<file path="config.mk">
export PLATFORM = sky130hd
export DESIGN_NAME = data_memory_space_decoder
export DESIGN_NICKNAME = d
export VERILOG_FILES = /design/src/data_memory_space_pkg.sv /design/src/ext_bus_sequencer.sv /design/src/data_memory_space_decoder.sv
export SDC_FILE = /design/constraint.sdc
export NUM_CORES = 2
export LEC_CHECK = 0
export BUFFER_PORTS_ARGS = -buffer_cell sky130_fd_sc_hd__buf_4
export CAP_MARGIN = 20
export CORE_MARGIN = 3
export CORE_UTILIZATION = 45
export DETAILED_ROUTE_END_ITERATION = 6
export PLACE_DENSITY = 0.57
export RECOVER_POWER = 50
export SLEW_MARGIN = 20
export SYNTH_ARGS = -nofsm -noshare
export SYNTH_HDL_FRONTEND = slang
export SYNTH_SLANG_ARGS = --single-unit
</file>
<file path="constraint.sdc">
create_clock -name clk_sys_i -period 15.1 [get_ports clk_sys_i]
set_clock_uncertainty 0.15 [all_clocks]
set_input_delay 3.775 -clock clk_sys_i [delete_from_list [all_inputs] [get_ports clk_sys_i]]
set_output_delay 3.775 -clock clk_sys_i [all_outputs]
set_load 0.005 [all_outputs]
</file>
<file path="src/data_memory_space_pkg.sv">
// constants and types shared by the data memory space decoder and its
// external bus sequencer; assumes a 125 MHz core clock
package data_memory_space_pkg;

  // clock rate used to turn times into cycle counts
  localparam int CLK_MHZ = 125;

  // internal data memory layout
  localparam int IRAM_DEPTH = 256;
  localparam int XRAM_DEPTH = 256; // 768 on the larger variant
  localparam logic [7:0] LOWER_RAM_TOP = 8'h7F;
  localparam logic [15:0] XRAM_LAST = 16'(XRAM_DEPTH - 1);

  // values after reset
  localparam logic [7:0] RDATA_RST = 8'h00;
  localparam logic [15:0] ADDR_RST = 16'h0000;
  localparam logic [7:0] CNT_RST = 8'h00;

  // external bus phase times in ns
  localparam int ALE_NS = 115;
  localparam int ADDR_HOLD_NS = 40;
  localparam int STROBE_NS = 350;
  localparam int DATA_HOLD_NS = 43;

  // least times round up to whole cycles
  localparam logic [7:0] ALE_CYC =
    8'((ALE_NS * CLK_MHZ + 999) / 1000);
  localparam logic [7:0] ADDR_HOLD_CYC =
    8'((ADDR_HOLD_NS * CLK_MHZ + 999) / 1000);
  localparam logic [7:0] STROBE_CYC =
    8'((STROBE_NS * CLK_MHZ + 999) / 1000);
  localparam logic [7:0] DATA_HOLD_CYC =
    8'((DATA_HOLD_NS * CLK_MHZ + 999) / 1000);

  // how the core addresses an access
  typedef enum logic [2:0] {
    MODE_DIRECT    = 3'h0,
    MODE_INDIRECT  = 3'h1,
    MODE_STACK     = 3'h2,
    MODE_XMOVE_PTR = 3'h3,
    MODE_XMOVE_DP  = 3'h4
  } access_mode_t;

  // where an access lands
  typedef enum logic [1:0] {
    TGT_IRAM = 2'h0,
    TGT_SFR  = 2'h1,
    TGT_XRAM = 2'h2,
    TGT_EXT  = 2'h3
  } target_t;

endpackage

</file>
<file path="src/ext_bus_sequencer.sv">
// external data bus cycle: address on port zero with ale, then the read
// or write strobe; assumes port_zero_i is an asynchronous pin
`timescale 1ns/100ps
module ext_bus_sequencer
  import data_memory_space_pkg::*;
(
  // clock and reset
  input wire logic clk_sys_i,
  input wire logic rst_n_i,
  // request from the decoder
  input wire logic start_i,
  input wire logic write_i,
  input wire logic wide_i,
  input wire logic [15:0] addr_i,
  input wire logic [7:0] wdata_i,
  input wire logic [7:0] p2_sfr_i,
  output logic done_o,
  output logic [7:0] rdata_o,
  // pins
  input wire logic [7:0] port_zero_i,
  output logic [7:0] port_zero_o,
  output logic port_zero_oe_n_o,
  output logic [7:0] port_two_o,
  output logic ale_o,
  output logic write_strobe_n_o,
  output logic read_strobe_n_o
);

  typedef enum logic [4:0] {
    BS_IDLE  = 5'b00001,
    BS_ALE   = 5'b00010,
    BS_AHOLD = 5'b00100,
    BS_STRB  = 5'b01000,
    BS_DHOLD = 5'b10000
  } bus_state_t;

  bus_state_t state_r, state_nxt;
  logic [7:0] cnt_r, cnt_nxt;
  logic [7:0] sync1_r, sync2_r;
  logic done_r, done_nxt;
  logic [7:0] rdata_r, rdata_nxt;
  logic [7:0] p0_r, p0_nxt;
  logic p0_oe_n_r, p0_oe_n_nxt;
  logic [7:0] p2_r, p2_nxt;
  logic ale_r, ale_nxt;
  logic wr_n_r, wr_n_nxt;
  logic rd_n_r, rd_n_nxt;

  // pin synchroniser, only the second stage is read
  always_ff @(posedge clk_sys_i or negedge rst_n_i)
  begin
    if (!rst_n_i)
    begin
      sync1_r <= RDATA_RST;
      sync2_r <= RDATA_RST;
    end
    else
    begin
      sync1_r <= port_zero_i;
      sync2_r <= sync1_r;
    end
  end

  // phase sequencing and pin values
  always_comb
  begin
    state_nxt = state_r;
    cnt_nxt = cnt_r;
    done_nxt = 1'b0;
    rdata_nxt = rdata_r;
    p0_nxt = p0_r;
    p0_oe_n_nxt = p0_oe_n_r;
    p2_nxt = p2_r;
    ale_nxt = ale_r;
    wr_n_nxt = wr_n_r;
    rd_n_nxt = rd_n_r;
    unique case (state_r)
      BS_IDLE:
      begin
        p2_nxt = p2_sfr_i; // port two follows its register when idle
        p0_oe_n_nxt = 1'b1;
        if (start_i)
        begin
          state_nxt = BS_ALE;
          cnt_nxt = ALE_CYC;
          ale_nxt = 1'b1;
          p0_nxt = addr_i[7:0];
          p0_oe_n_nxt = 1'b0;
          p2_nxt = wide_i ? addr_i[15:8] : p2_sfr_i;
        end
      end
      BS_ALE:
      begin
        cnt_nxt = cnt_r - 8'h01;
        if (cnt_r == 8'h01)
        begin
          state_nxt = BS_AHOLD;
          cnt_nxt = ADDR_HOLD_CYC;
          ale_nxt = 1'b0;
        end
      end
      BS_AHOLD:
      begin
        cnt_nxt = cnt_r - 8'h01;
        if (cnt_r == 8'h01)
        begin
          state_nxt = BS_STRB;
          cnt_nxt = STROBE_CYC;
          // address then data share port zero
          p0_nxt = wdata_i;
          p0_oe_n_nxt = !write_i;
          wr_n_nxt = !write_i;
          rd_n_nxt = write_i;
        end
      end
      BS_STRB:
      begin
        cnt_nxt = cnt_r - 8'h01;
        if (cnt_r == 8'h01)
        begin
          state_nxt = BS_DHOLD;
          cnt_nxt = DATA_HOLD_CYC;
          rdata_nxt = sync2_r; // strobe is long, sync lag is harmless
          wr_n_nxt = 1'b1;
          rd_n_nxt = 1'b1;
        end
      end
      BS_DHOLD:
      begin
        cnt_nxt = cnt_r - 8'h01;
        if (cnt_r == 8'h01)
        begin
          state_nxt = BS_IDLE;
          cnt_nxt = CNT_RST;
          p0_oe_n_nxt = 1'b1;
          done_nxt = 1'b1;
        end
      end
      default:
      begin
        state_nxt = BS_IDLE;
        cnt_nxt = CNT_RST;
      end
    endcase
  end

  // state registers
  always_ff @(posedge clk_sys_i or negedge rst_n_i)
  begin
    if (!rst_n_i)
    begin
      state_r <= BS_IDLE;
      cnt_r <= CNT_RST;
      done_r <= 1'b0;
      rdata_r <= RDATA_RST;
      p0_r <= RDATA_RST;
      p0_oe_n_r <= 1'b1;
      p2_r <= RDATA_RST;
      ale_r <= 1'b0;
      wr_n_r <= 1'b1;
      rd_n_r <= 1'b1;
    end
    else
    begin
      state_r <= state_nxt;
      cnt_r <= cnt_nxt;
      done_r <= done_nxt;
      rdata_r <= rdata_nxt;
      p0_r <= p0_nxt;
      p0_oe_n_r <= p0_oe_n_nxt;
      p2_r <= p2_nxt;
      ale_r <= ale_nxt;
      wr_n_r <= wr_n_nxt;
      rd_n_r <= rd_n_nxt;
    end
  end

  assign done_o = done_r;
  assign rdata_o = rdata_r;
  assign port_zero_o = p0_r;
  assign port_zero_oe_n_o = p0_oe_n_r;
  assign port_two_o = p2_r;
  assign ale_o = ale_r;
  assign write_strobe_n_o = wr_n_r;
  assign read_strobe_n_o = rd_n_r;

endmodule

</file>
<file path="src/data_memory_space_decoder.sv">
// data memory space decoder: internal ram, special function registers,
// on-chip expanded ram and external data bus; assumes the core holds a
// request stable until it is taken and the sfr block answers at once
`timescale 1ns/100ps

// Contract
// lower ram 00h..7Fh is reached by both direct and indirect modes.
// upper ram 80h..FFh is reached only by indirect modes.
// special function registers at 80h..FFh are reached only directly.
// a direct access above 7Fh goes to sfr space, upper ram untouched.
// an indirect access above 7Fh goes to the upper ram byte.
// an on-chip expanded ram sits at the bottom of external data space.
// with the disable bit low, external moves in range use expanded ram.
// expanded ram accesses leave port zero and both strobes idle.
// port two keeps showing its register during expanded ram accesses.
// pointer-pair moves above the expanded ram run an external cycle.
// with the disable bit high, pointer moves put 8 address bits out.
// with the disable bit high, pointer-pair moves put 16 bits out.
// off-chip moves pulse write strobe for writes, read for reads.
// stack accesses reach only the 256 byte internal ram.
// with the disable bit high no external move uses expanded ram.
module data_memory_space_decoder
  import data_memory_space_pkg::*;
(
  // clock and reset
  input wire logic clk_sys_i,
  input wire logic rst_n_i,
  // core access request
  input wire logic acc_valid_i,
  output logic acc_ready_o,
  input wire logic acc_write_i,
  input wire data_memory_space_pkg::access_mode_t acc_mode_i,
  input wire logic [15:0] acc_addr_i,
  input wire logic [7:0] acc_wdata_i,
  output logic acc_done_o,
  output logic [7:0] acc_rdata_o,
  // configuration
  input wire logic on_chip_xram_disable_i,
  // special function register side
  output logic sfr_sel_o,
  output logic sfr_write_o,
  output logic [7:0] sfr_addr_o,
  output logic [7:0] sfr_wdata_o,
  input wire logic [7:0] sfr_rdata_i,
  input wire logic [7:0] port_two_sfr_i,
  // external bus pins
  input wire logic [7:0] port_zero_i,
  output logic [7:0] port_zero_o,
  output logic port_zero_oe_n_o,
  output logic [7:0] port_two_o,
  output logic ale_o,
  output logic write_strobe_n_o,
  output logic read_strobe_n_o
);
  import data_memory_space_pkg::*;

  typedef enum logic [3:0] {
    ST_IDLE = 4'b0001,
    ST_MEM  = 4'b0010,
    ST_SFR  = 4'b0100,
    ST_EXT  = 4'b1000
  } dec_state_t;

  // where an access lands, from mode, address and disable bit
  function automatic target_t decode_target(
    input access_mode_t mode,
    input logic [15:0] addr,
    input logic xdis
  );
    target_t tgt;
    tgt = TGT_IRAM;
    unique case (mode)
      MODE_DIRECT:
        tgt = (addr[7:0] > LOWER_RAM_TOP) ? TGT_SFR : TGT_IRAM;
      MODE_INDIRECT:
        tgt = TGT_IRAM;
      MODE_STACK:
        tgt = TGT_IRAM;
      MODE_XMOVE_PTR:
        tgt = xdis ? TGT_EXT : TGT_XRAM;
      MODE_XMOVE_DP:
        tgt = (!xdis && addr <= XRAM_LAST) ? TGT_XRAM : TGT_EXT;
      default:
        tgt = TGT_IRAM;
    endcase
    return tgt;
  endfunction

  // lower and upper ram share one array, sfr space lives outside
  logic [7:0] iram_mem [IRAM_DEPTH];
  // on-chip expanded ram
  logic [7:0] xram_mem [XRAM_DEPTH];

  dec_state_t state_r, state_nxt;
  target_t tgt_r, tgt_nxt;
  logic [15:0] addr_r, addr_nxt;
  logic [7:0] wdata_r, wdata_nxt;
  logic write_r, write_nxt;
  logic wide_r, wide_nxt;
  logic done_r, done_nxt;
  logic [7:0] rdata_r, rdata_nxt;
  logic start_r, start_nxt;
  logic iram_we, xram_we;
  logic ext_done;
  logic [7:0] ext_rdata;
  target_t req_tgt;

  assign req_tgt = decode_target(acc_mode_i, acc_addr_i,
                                 on_chip_xram_disable_i);
  // take a request only when idle
  assign acc_ready_o = (state_r == ST_IDLE);

  // request capture, memory access and completion
  always_comb
  begin
    state_nxt = state_r;
    tgt_nxt = tgt_r;
    addr_nxt = addr_r;
    wdata_nxt = wdata_r;
    write_nxt = write_r;
    wide_nxt = wide_r;
    done_nxt = 1'b0;
    rdata_nxt = rdata_r;
    start_nxt = 1'b0;
    iram_we = 1'b0;
    xram_we = 1'b0;
    unique case (state_r)
      ST_IDLE:
      begin
        if (acc_valid_i)
        begin
          tgt_nxt = req_tgt;
          // pointer moves carry only an 8-bit address
          addr_nxt = (acc_mode_i == MODE_DIRECT ||
                      acc_mode_i == MODE_XMOVE_DP) ?
                     acc_addr_i : {8'h00, acc_addr_i[7:0]};
          wdata_nxt = acc_wdata_i;
          write_nxt = acc_write_i;
          wide_nxt = (acc_mode_i == MODE_XMOVE_DP);
          unique case (req_tgt)
            TGT_SFR: state_nxt = ST_SFR;
            TGT_EXT:
            begin
              state_nxt = ST_EXT;
              start_nxt = 1'b1;
            end
            default: state_nxt = ST_MEM;
          endcase
        end
      end
      ST_MEM:
      begin
        // expanded ram never touches the bus sequencer
        if (tgt_r == TGT_XRAM)
        begin
          xram_we = write_r;
          rdata_nxt = xram_mem[addr_r[7:0]];
        end
        else
        begin
          iram_we = write_r;
          rdata_nxt = iram_mem[addr_r[7:0]];
        end
        done_nxt = 1'b1;
        state_nxt = ST_IDLE;
      end
      ST_SFR:
      begin
        rdata_nxt = sfr_rdata_i;
        done_nxt = 1'b1;
        state_nxt = ST_IDLE;
      end
      ST_EXT:
      begin
        if (ext_done)
        begin
          rdata_nxt = ext_rdata;
          done_nxt = 1'b1;
          state_nxt = ST_IDLE;
        end
      end
      default:
        state_nxt = ST_IDLE;
    endcase
  end

  // control registers
  always_ff @(posedge clk_sys_i or negedge rst_n_i)
  begin
    if (!rst_n_i)
    begin
      state_r <= ST_IDLE;
      tgt_r <= TGT_IRAM;
      addr_r <= ADDR_RST;
      wdata_r <= RDATA_RST;
      write_r <= 1'b0;
      wide_r <= 1'b0;
      done_r <= 1'b0;
      rdata_r <= RDATA_RST;
      start_r <= 1'b0;
    end
    else
    begin
      state_r <= state_nxt;
      tgt_r <= tgt_nxt;
      addr_r <= addr_nxt;
      wdata_r <= wdata_nxt;
      write_r <= write_nxt;
      wide_r <= wide_nxt;
      done_r <= done_nxt;
      rdata_r <= rdata_nxt;
      start_r <= start_nxt;
    end
  end

  // memory arrays have no reset, contents are undefined at power-up
  always_ff @(posedge clk_sys_i)
  begin
    if (iram_we)
      iram_mem[addr_r[7:0]] <= wdata_r;
    if (xram_we)
      xram_mem[addr_r[7:0]] <= wdata_r;
  end

  // sfr strobe lasts the one cycle of the sfr state
  assign sfr_sel_o = (state_r == ST_SFR);
  assign sfr_write_o = (state_r == ST_SFR) && write_r;
  assign sfr_addr_o = addr_r[7:0];
  assign sfr_wdata_o = wdata_r;

  assign acc_done_o = done_r;
  assign acc_rdata_o = rdata_r;

  // off-chip cycles only; port two shows its register otherwise
  ext_bus_sequencer u_ext_bus (
    .clk_sys_i(clk_sys_i),
    .rst_n_i(rst_n_i),
    .start_i(start_r),
    .write_i(write_r),
    .wide_i(wide_r),
    .addr_i(addr_r),
    .wdata_i(wdata_r),
    .p2_sfr_i(port_two_sfr_i),
    .done_o(ext_done),
    .rdata_o(ext_rdata),
    .port_zero_i(port_zero_i),
    .port_zero_o(port_zero_o),
    .port_zero_oe_n_o(port_zero_oe_n_o),
    .port_two_o(port_two_o),
    .ale_o(ale_o),
    .write_strobe_n_o(write_strobe_n_o),
    .read_strobe_n_o(read_strobe_n_o)
  );

endmodule

</file>
# Yosys cells after proc, flatten, opt, wreduce, memory -nomap -nowiden
# Memory sizes are Yosys's and may differ from the RTL's.
# Index checks and enable logic that the tools add are counted.
dict set report word_totals {
  ff_bits 100
  ram_bits 4096
  inputBits 56
  out_inout_bits 48
  elab_cells 123
  mem_count 2
}
# name depth width read_ports rd_ports_with_merged_regs wr line_no
set memory_table {}
lappend memory_table {iram_mem 256 8 1 0 1 data_memory_space_decoder.sv:90} ;# logic [7:0] iram_mem [IRAM_DEPTH];
lappend memory_table {xram_mem 256 8 1 0 1 data_memory_space_decoder.sv:92} ;# logic [7:0] xram_mem [XRAM_DEPTH];
dict set report op_classes {
  addsub 1
  order_cmp 2
  n_eq_ne 22
  muxes 54
  n_reduce_logical 21
}
# operator n
set op_table {}
lappend op_table {{$mux 8} 11}
lappend op_table {{$pmux 8 s5} 1}
lappend op_table {{$mux 5} 5}
lappend op_table {{$pmux 5 s5} 1}
lappend op_table {{$pmux 8 s3} 1}
lappend op_table {{$mux 1} 23}
lappend op_table {{$le 16x8->1 const B} 1}
lappend op_table {{$mux 16} 1}
lappend op_table {{$pmux 4 s2} 2}
lappend op_table {{$pmux 8 s2} 1}
lappend op_table {{$reduce_and 3->1} 4}
lappend op_table {{$ne 2x1->1 const B} 5}
lappend op_table {{$eq 8x1->1 const B} 1}
lappend op_table {{$gt 8x7->1 const B} 1}
lappend op_table {{$mux 4} 2}
lappend op_table {{$pmux 1 s2} 4}
lappend op_table {{$reduce_and 2->1} 4}
lappend op_table {{$sub 8x1->8 const B} 1}
lappend op_table {{$pmux 2 s3} 1}
lappend op_table {{$reduce_bool 2->1} 3}
lappend op_table {{$reduce_bool 3->1} 2}
lappend op_table {{$eq 5x1->1 const B} 1}
lappend op_table {{$eq 5x2->1 const B} 1}
lappend op_table {{$eq 5x3->1 const B} 1}
lappend op_table {{18 further kinds} 22}

# Depth between registers and ports, before layout
dict set report depth {
  depth_word 8
  mapped_depth 14
  mapped_depth_nobuf 10
}

# Hierarchy
# From an unflattened synthesis, not the netlist that was laid out.
dict set report unflattened {
  hier_cells 7897
  hier_area_um2 163176.5
}
# mod instances cells_per_inst area_per_inst_um2 seq_area_each_um2
set modules_own_cells {}
lappend modules_own_cells {data_memory_space_decoder 1 7682 160657.8 124050.2}
lappend modules_own_cells {ext_bus_sequencer 1 215 2518.7 1456.4}

# Worst setup path before layout
# OpenSTA, ideal clock, no wires.
dict set report synth_path {
  path_type {flip-flop to output port}
  startpoint {register wdata_r[0] (netlist: sfr_wdata_o[0])}
  endpoint {output sfr_wdata_o[0]}
  arrival_ps 6104
  required_time_ps 11175
  setup_slack_ps 5071
  path_stages_with_launch 1
  n_path_buf 0
  cell_sequence {dfrtp_1}
}
# element line_no
set synth_lines {}
lappend synth_lines {{from (decl)} data_memory_space_decoder.sv:97} ;# logic [7:0] wdata_r, wdata_nxt;
lappend synth_lines {{from (signal assigned)} data_memory_space_decoder.sv:207} ;# wdata_r <= wdata_nxt;
lappend synth_lines {{to (decl)} data_memory_space_decoder.sv:43} ;# output logic [7:0] sfr_wdata_o,
# No word-level cell between the ends.

# Worst setup path after layout
dict set report layout_path {
  startpoint {register wdata_r[0] (netlist: sfr_wdata_o[0])}
  endpoint {memory xram_mem[98][0], data pin}
}
# element line_no
set layout_lines {}
lappend layout_lines {{to (decl)} data_memory_space_decoder.sv:92}
# No word-level cell before the write port.

==> reports/results.tsv <==
metric	value	unit
synthCells	7645	
fmax	97.3	MHz
synthToLayoutAreaGrowth	12.2	%
port_buffers	103	
grt_max_degree	188	
crit_chain	clkbuf_1 -> clkbuf_1 -> clkbuf_1	
synthDistinctLibCells	76	
cpPeakStageDelay	4860	ps
ios	104	
gr-total-overflow	0	
die_y	607	um
crit_top_cell	clkbuf_1	
cts_resized	0	
powerDensity	175	nW/um^2
design_area	182000	sq um
place_congestion	0.859	
rsz0062_at_grt	false	
path_class	reg2reg	
r2r_slack	4820	ps
min_period_over_period	68.1	%
async_reset_ff_share	2.38	%
post_cts_buffers	0	
clkTransAtPathRegs	60	ps
ctsHoldBuffers	0	
layout_min_cycle_time	10280	ps
worst_pin_slew	9890	ps
grt_pass1_vias	82000	
core	359000	sq um
grt_use_total	26.4	%
fillers	28500	
ys_seq_area_share	77.2	%
cts-root-buf	clkbuf_16	
final_nets	7998	
ys_warn_count	0	
vias	83000	
hpwl	300000	um
placed_area	169000	sq um
first_pass_iters	7	
syn_area_per_cell	21.3	sq um
hold_class	reg2reg	
setup_violations	0	
violations	max-capacitance violations, max-slew violations	
status	finished with violations	
layout-drive-gt1-share	24.1	%
crit_path_end_kind	register	
slew_viol_final	3209	
drtAntennaViolNets	0	
clockBufferDepth	4	
crit_slowest_cell	clkbuf_1	
arrival	9880	ps
pre_cts_slack	8340	ps
cts_tree	done	
synth_area	163000	sq um
antenna_found_initial	38	
clkSinkCount	4196	
htreeDepth	5	
p_leak	0.0565	uW
required	14700	ps
drc	0	
drt-vias-per-instance	6.34	
maxSlewHeadroom	-559	%
dieArea	368000	sq um
finish.utilization	50.7	%
start_util	45.2	%
cap_violations	44	
grt_pass1_wl	674000	um
syn-num-nets	7703	
fin_setup_tns	0	ps
synth_edf_count	4096	
final_cell_mix	edfxtp_1, mux4_2, nor2_1	
critPathLaunchType	register	
insertion_delay	960	ps
cts_buffers	425	
synth-seq-cells	4196	
peakVddDrop	0.000120	V
worstPathMaxFanout	143	
totalWireLength	487000	um
final_common_cell	edfxtp_1	
rows	220	
setup_ws	4820	ps
finalHoldViolations	0	
synth_ff_type	edfxtp_1	
die-width	607	um
wl_per_cell	37.2	um
dr.first_iter.drc_count	12000	
[synthesized netlist by cell type (31+ instances only)]
cell | n | area share, %
nand3_1 | 72 | 0.22
edfxtp_1 | 4096 | 76
a221oi_1 | 33 | 0.18
o22ai_1 | 92 | 0.35
buf_4 | 86 | 0.40
clkbuf_1 | 180 | 0.42
a211oi_1 | 31 | 0.14
mux2i_1 | 253 | 1.6
nand2_1 | 179 | 0.41
buf_6 | 35 | 0.24
buf_2 | 148 | 0.46
dfrtp_1 | 95 | 1.5
a22oi_1 | 150 | 0.69
a21oi_1 | 107 | 0.33
o21ai_0 | 89 | 0.27
nor2_1 | 592 | 1.4
mux4_2 | 998 | 14
mux2_2 | 42 | 0.29
[per-layer routing]
layer / global-route usage (%) / up-vias / part of all wire, % / routed length [um]
met4: 7.77 / 8 / 3.3 / 16300
met2: 40.2 / 4902 / 46 / 224000
li1: - / 32600 / - / -
met5: 0 / - / 0.0099 / 48
met3: 6.50 / 783 / 11 / 54400
met1: 37.9 / 44700 / 40 / 192000
[registers in the layout (all words and copies together) (netlist names), 5 cells and up]
| register | count |
|---|---|
| sfr_wdata_o | 8 |
| u_ext_bus.cnt_r | 8 |
| acc_rdata_o | 8 |
| u_ext_bus.port_two_o | 8 |
| u_ext_bus.port_zero_o | 8 |
| u_ext_bus.state_r | 5 |
| addr_r | 16 |
| u_ext_bus.sync2_r | 8 |
| iram_mem | 2048 |
| u_ext_bus.rdata_o | 8 |
| u_ext_bus.sync1_r | 8 |
| xram_mem | 2048 |
[report_power, final]
group,internal [uW],switching (uW),total (uW)
Sequential,14100,220,14300
Combinational,2280,4990,7280
Clock,5850,4450,10300
[path summary, 6_finish.rpt]
| kind | depth (start not counted) | startpoint | endpoint |
|---|---|---|---|
| setup / recovery | 3 | sfr_wdata_o[0] | xram_mem[98][0] |
| hold / removal | 0 | u_ext_bus.sync1_r[3] | u_ext_bus.sync2_r[3] |
| setup reg to reg | 3 | sfr_wdata_o[0] | xram_mem[98][0] |
| hold reg to reg | 0 | u_ext_bus.sync1_r[3] | u_ext_bus.sync2_r[3] |
| max in group asynchronous | 2 | rst_n_i | u_ext_bus.sync2_r[3] |
| min in group asynchronous | 1 | rst_n_i | addr_r[7] |
[critical path, delay by kind of cell, from the launching register on]
| kind | cells | cell delay (ps) |
|---|---|---|
| DFF | 1 | 1080 |
| buffers and inverters | 3 | 7660 |
[cells by family (layout without fill, tap and decap cells)]
logic type / count (synthesis) / count (layout) / share of synthesized area (%)
adders and majority gates: 2 / 2 / 0.0154
buffers and inverters: 485 / 1135 / 1.63
AOI/OAI and AO/OA: 665 / 665 / 2.82
and+or+nand+nor: 1003 / 1003 / 2.65
muxes: 1293 / 1293 / 15.7
DFF: 4196 / 4196 / 77.2
xor gates and xnor gates: 1 / 1 / 0.00539
other: 0 / 16 / 0
[area by class of cell]
class	count	area, sq um	share of cell area (%)
Tap cell	4773	5970	3.27
Sequential cell	4196	126000	68.8
Multi-Input combinational cell	2964	34700	19.0
Timing Repair Buffer	342	2580	1.42
Clock inverter	239	2190	1.20
Antenna cell	16	40.0	0.0219
Clock buffer	543	11300	6.20
Inverter	11	41.3	0.0226
[metrics by stage]
| step | hold slack, ps | power, uW | instances |
|---|---|---|---|
| after global routing | 207 | 32700 | 13100 |
| after CTS | 204 | 31800 | 13100 |
| final | 201 | 31800 | 13100 |
| after detailed placement | 188 | 21600 | 12300 |
| after global placement | 185 | 21500 | 12300 |
| after floorplan | 181 | 18800 | 7645 |
(Power assumes the default switching activity.)
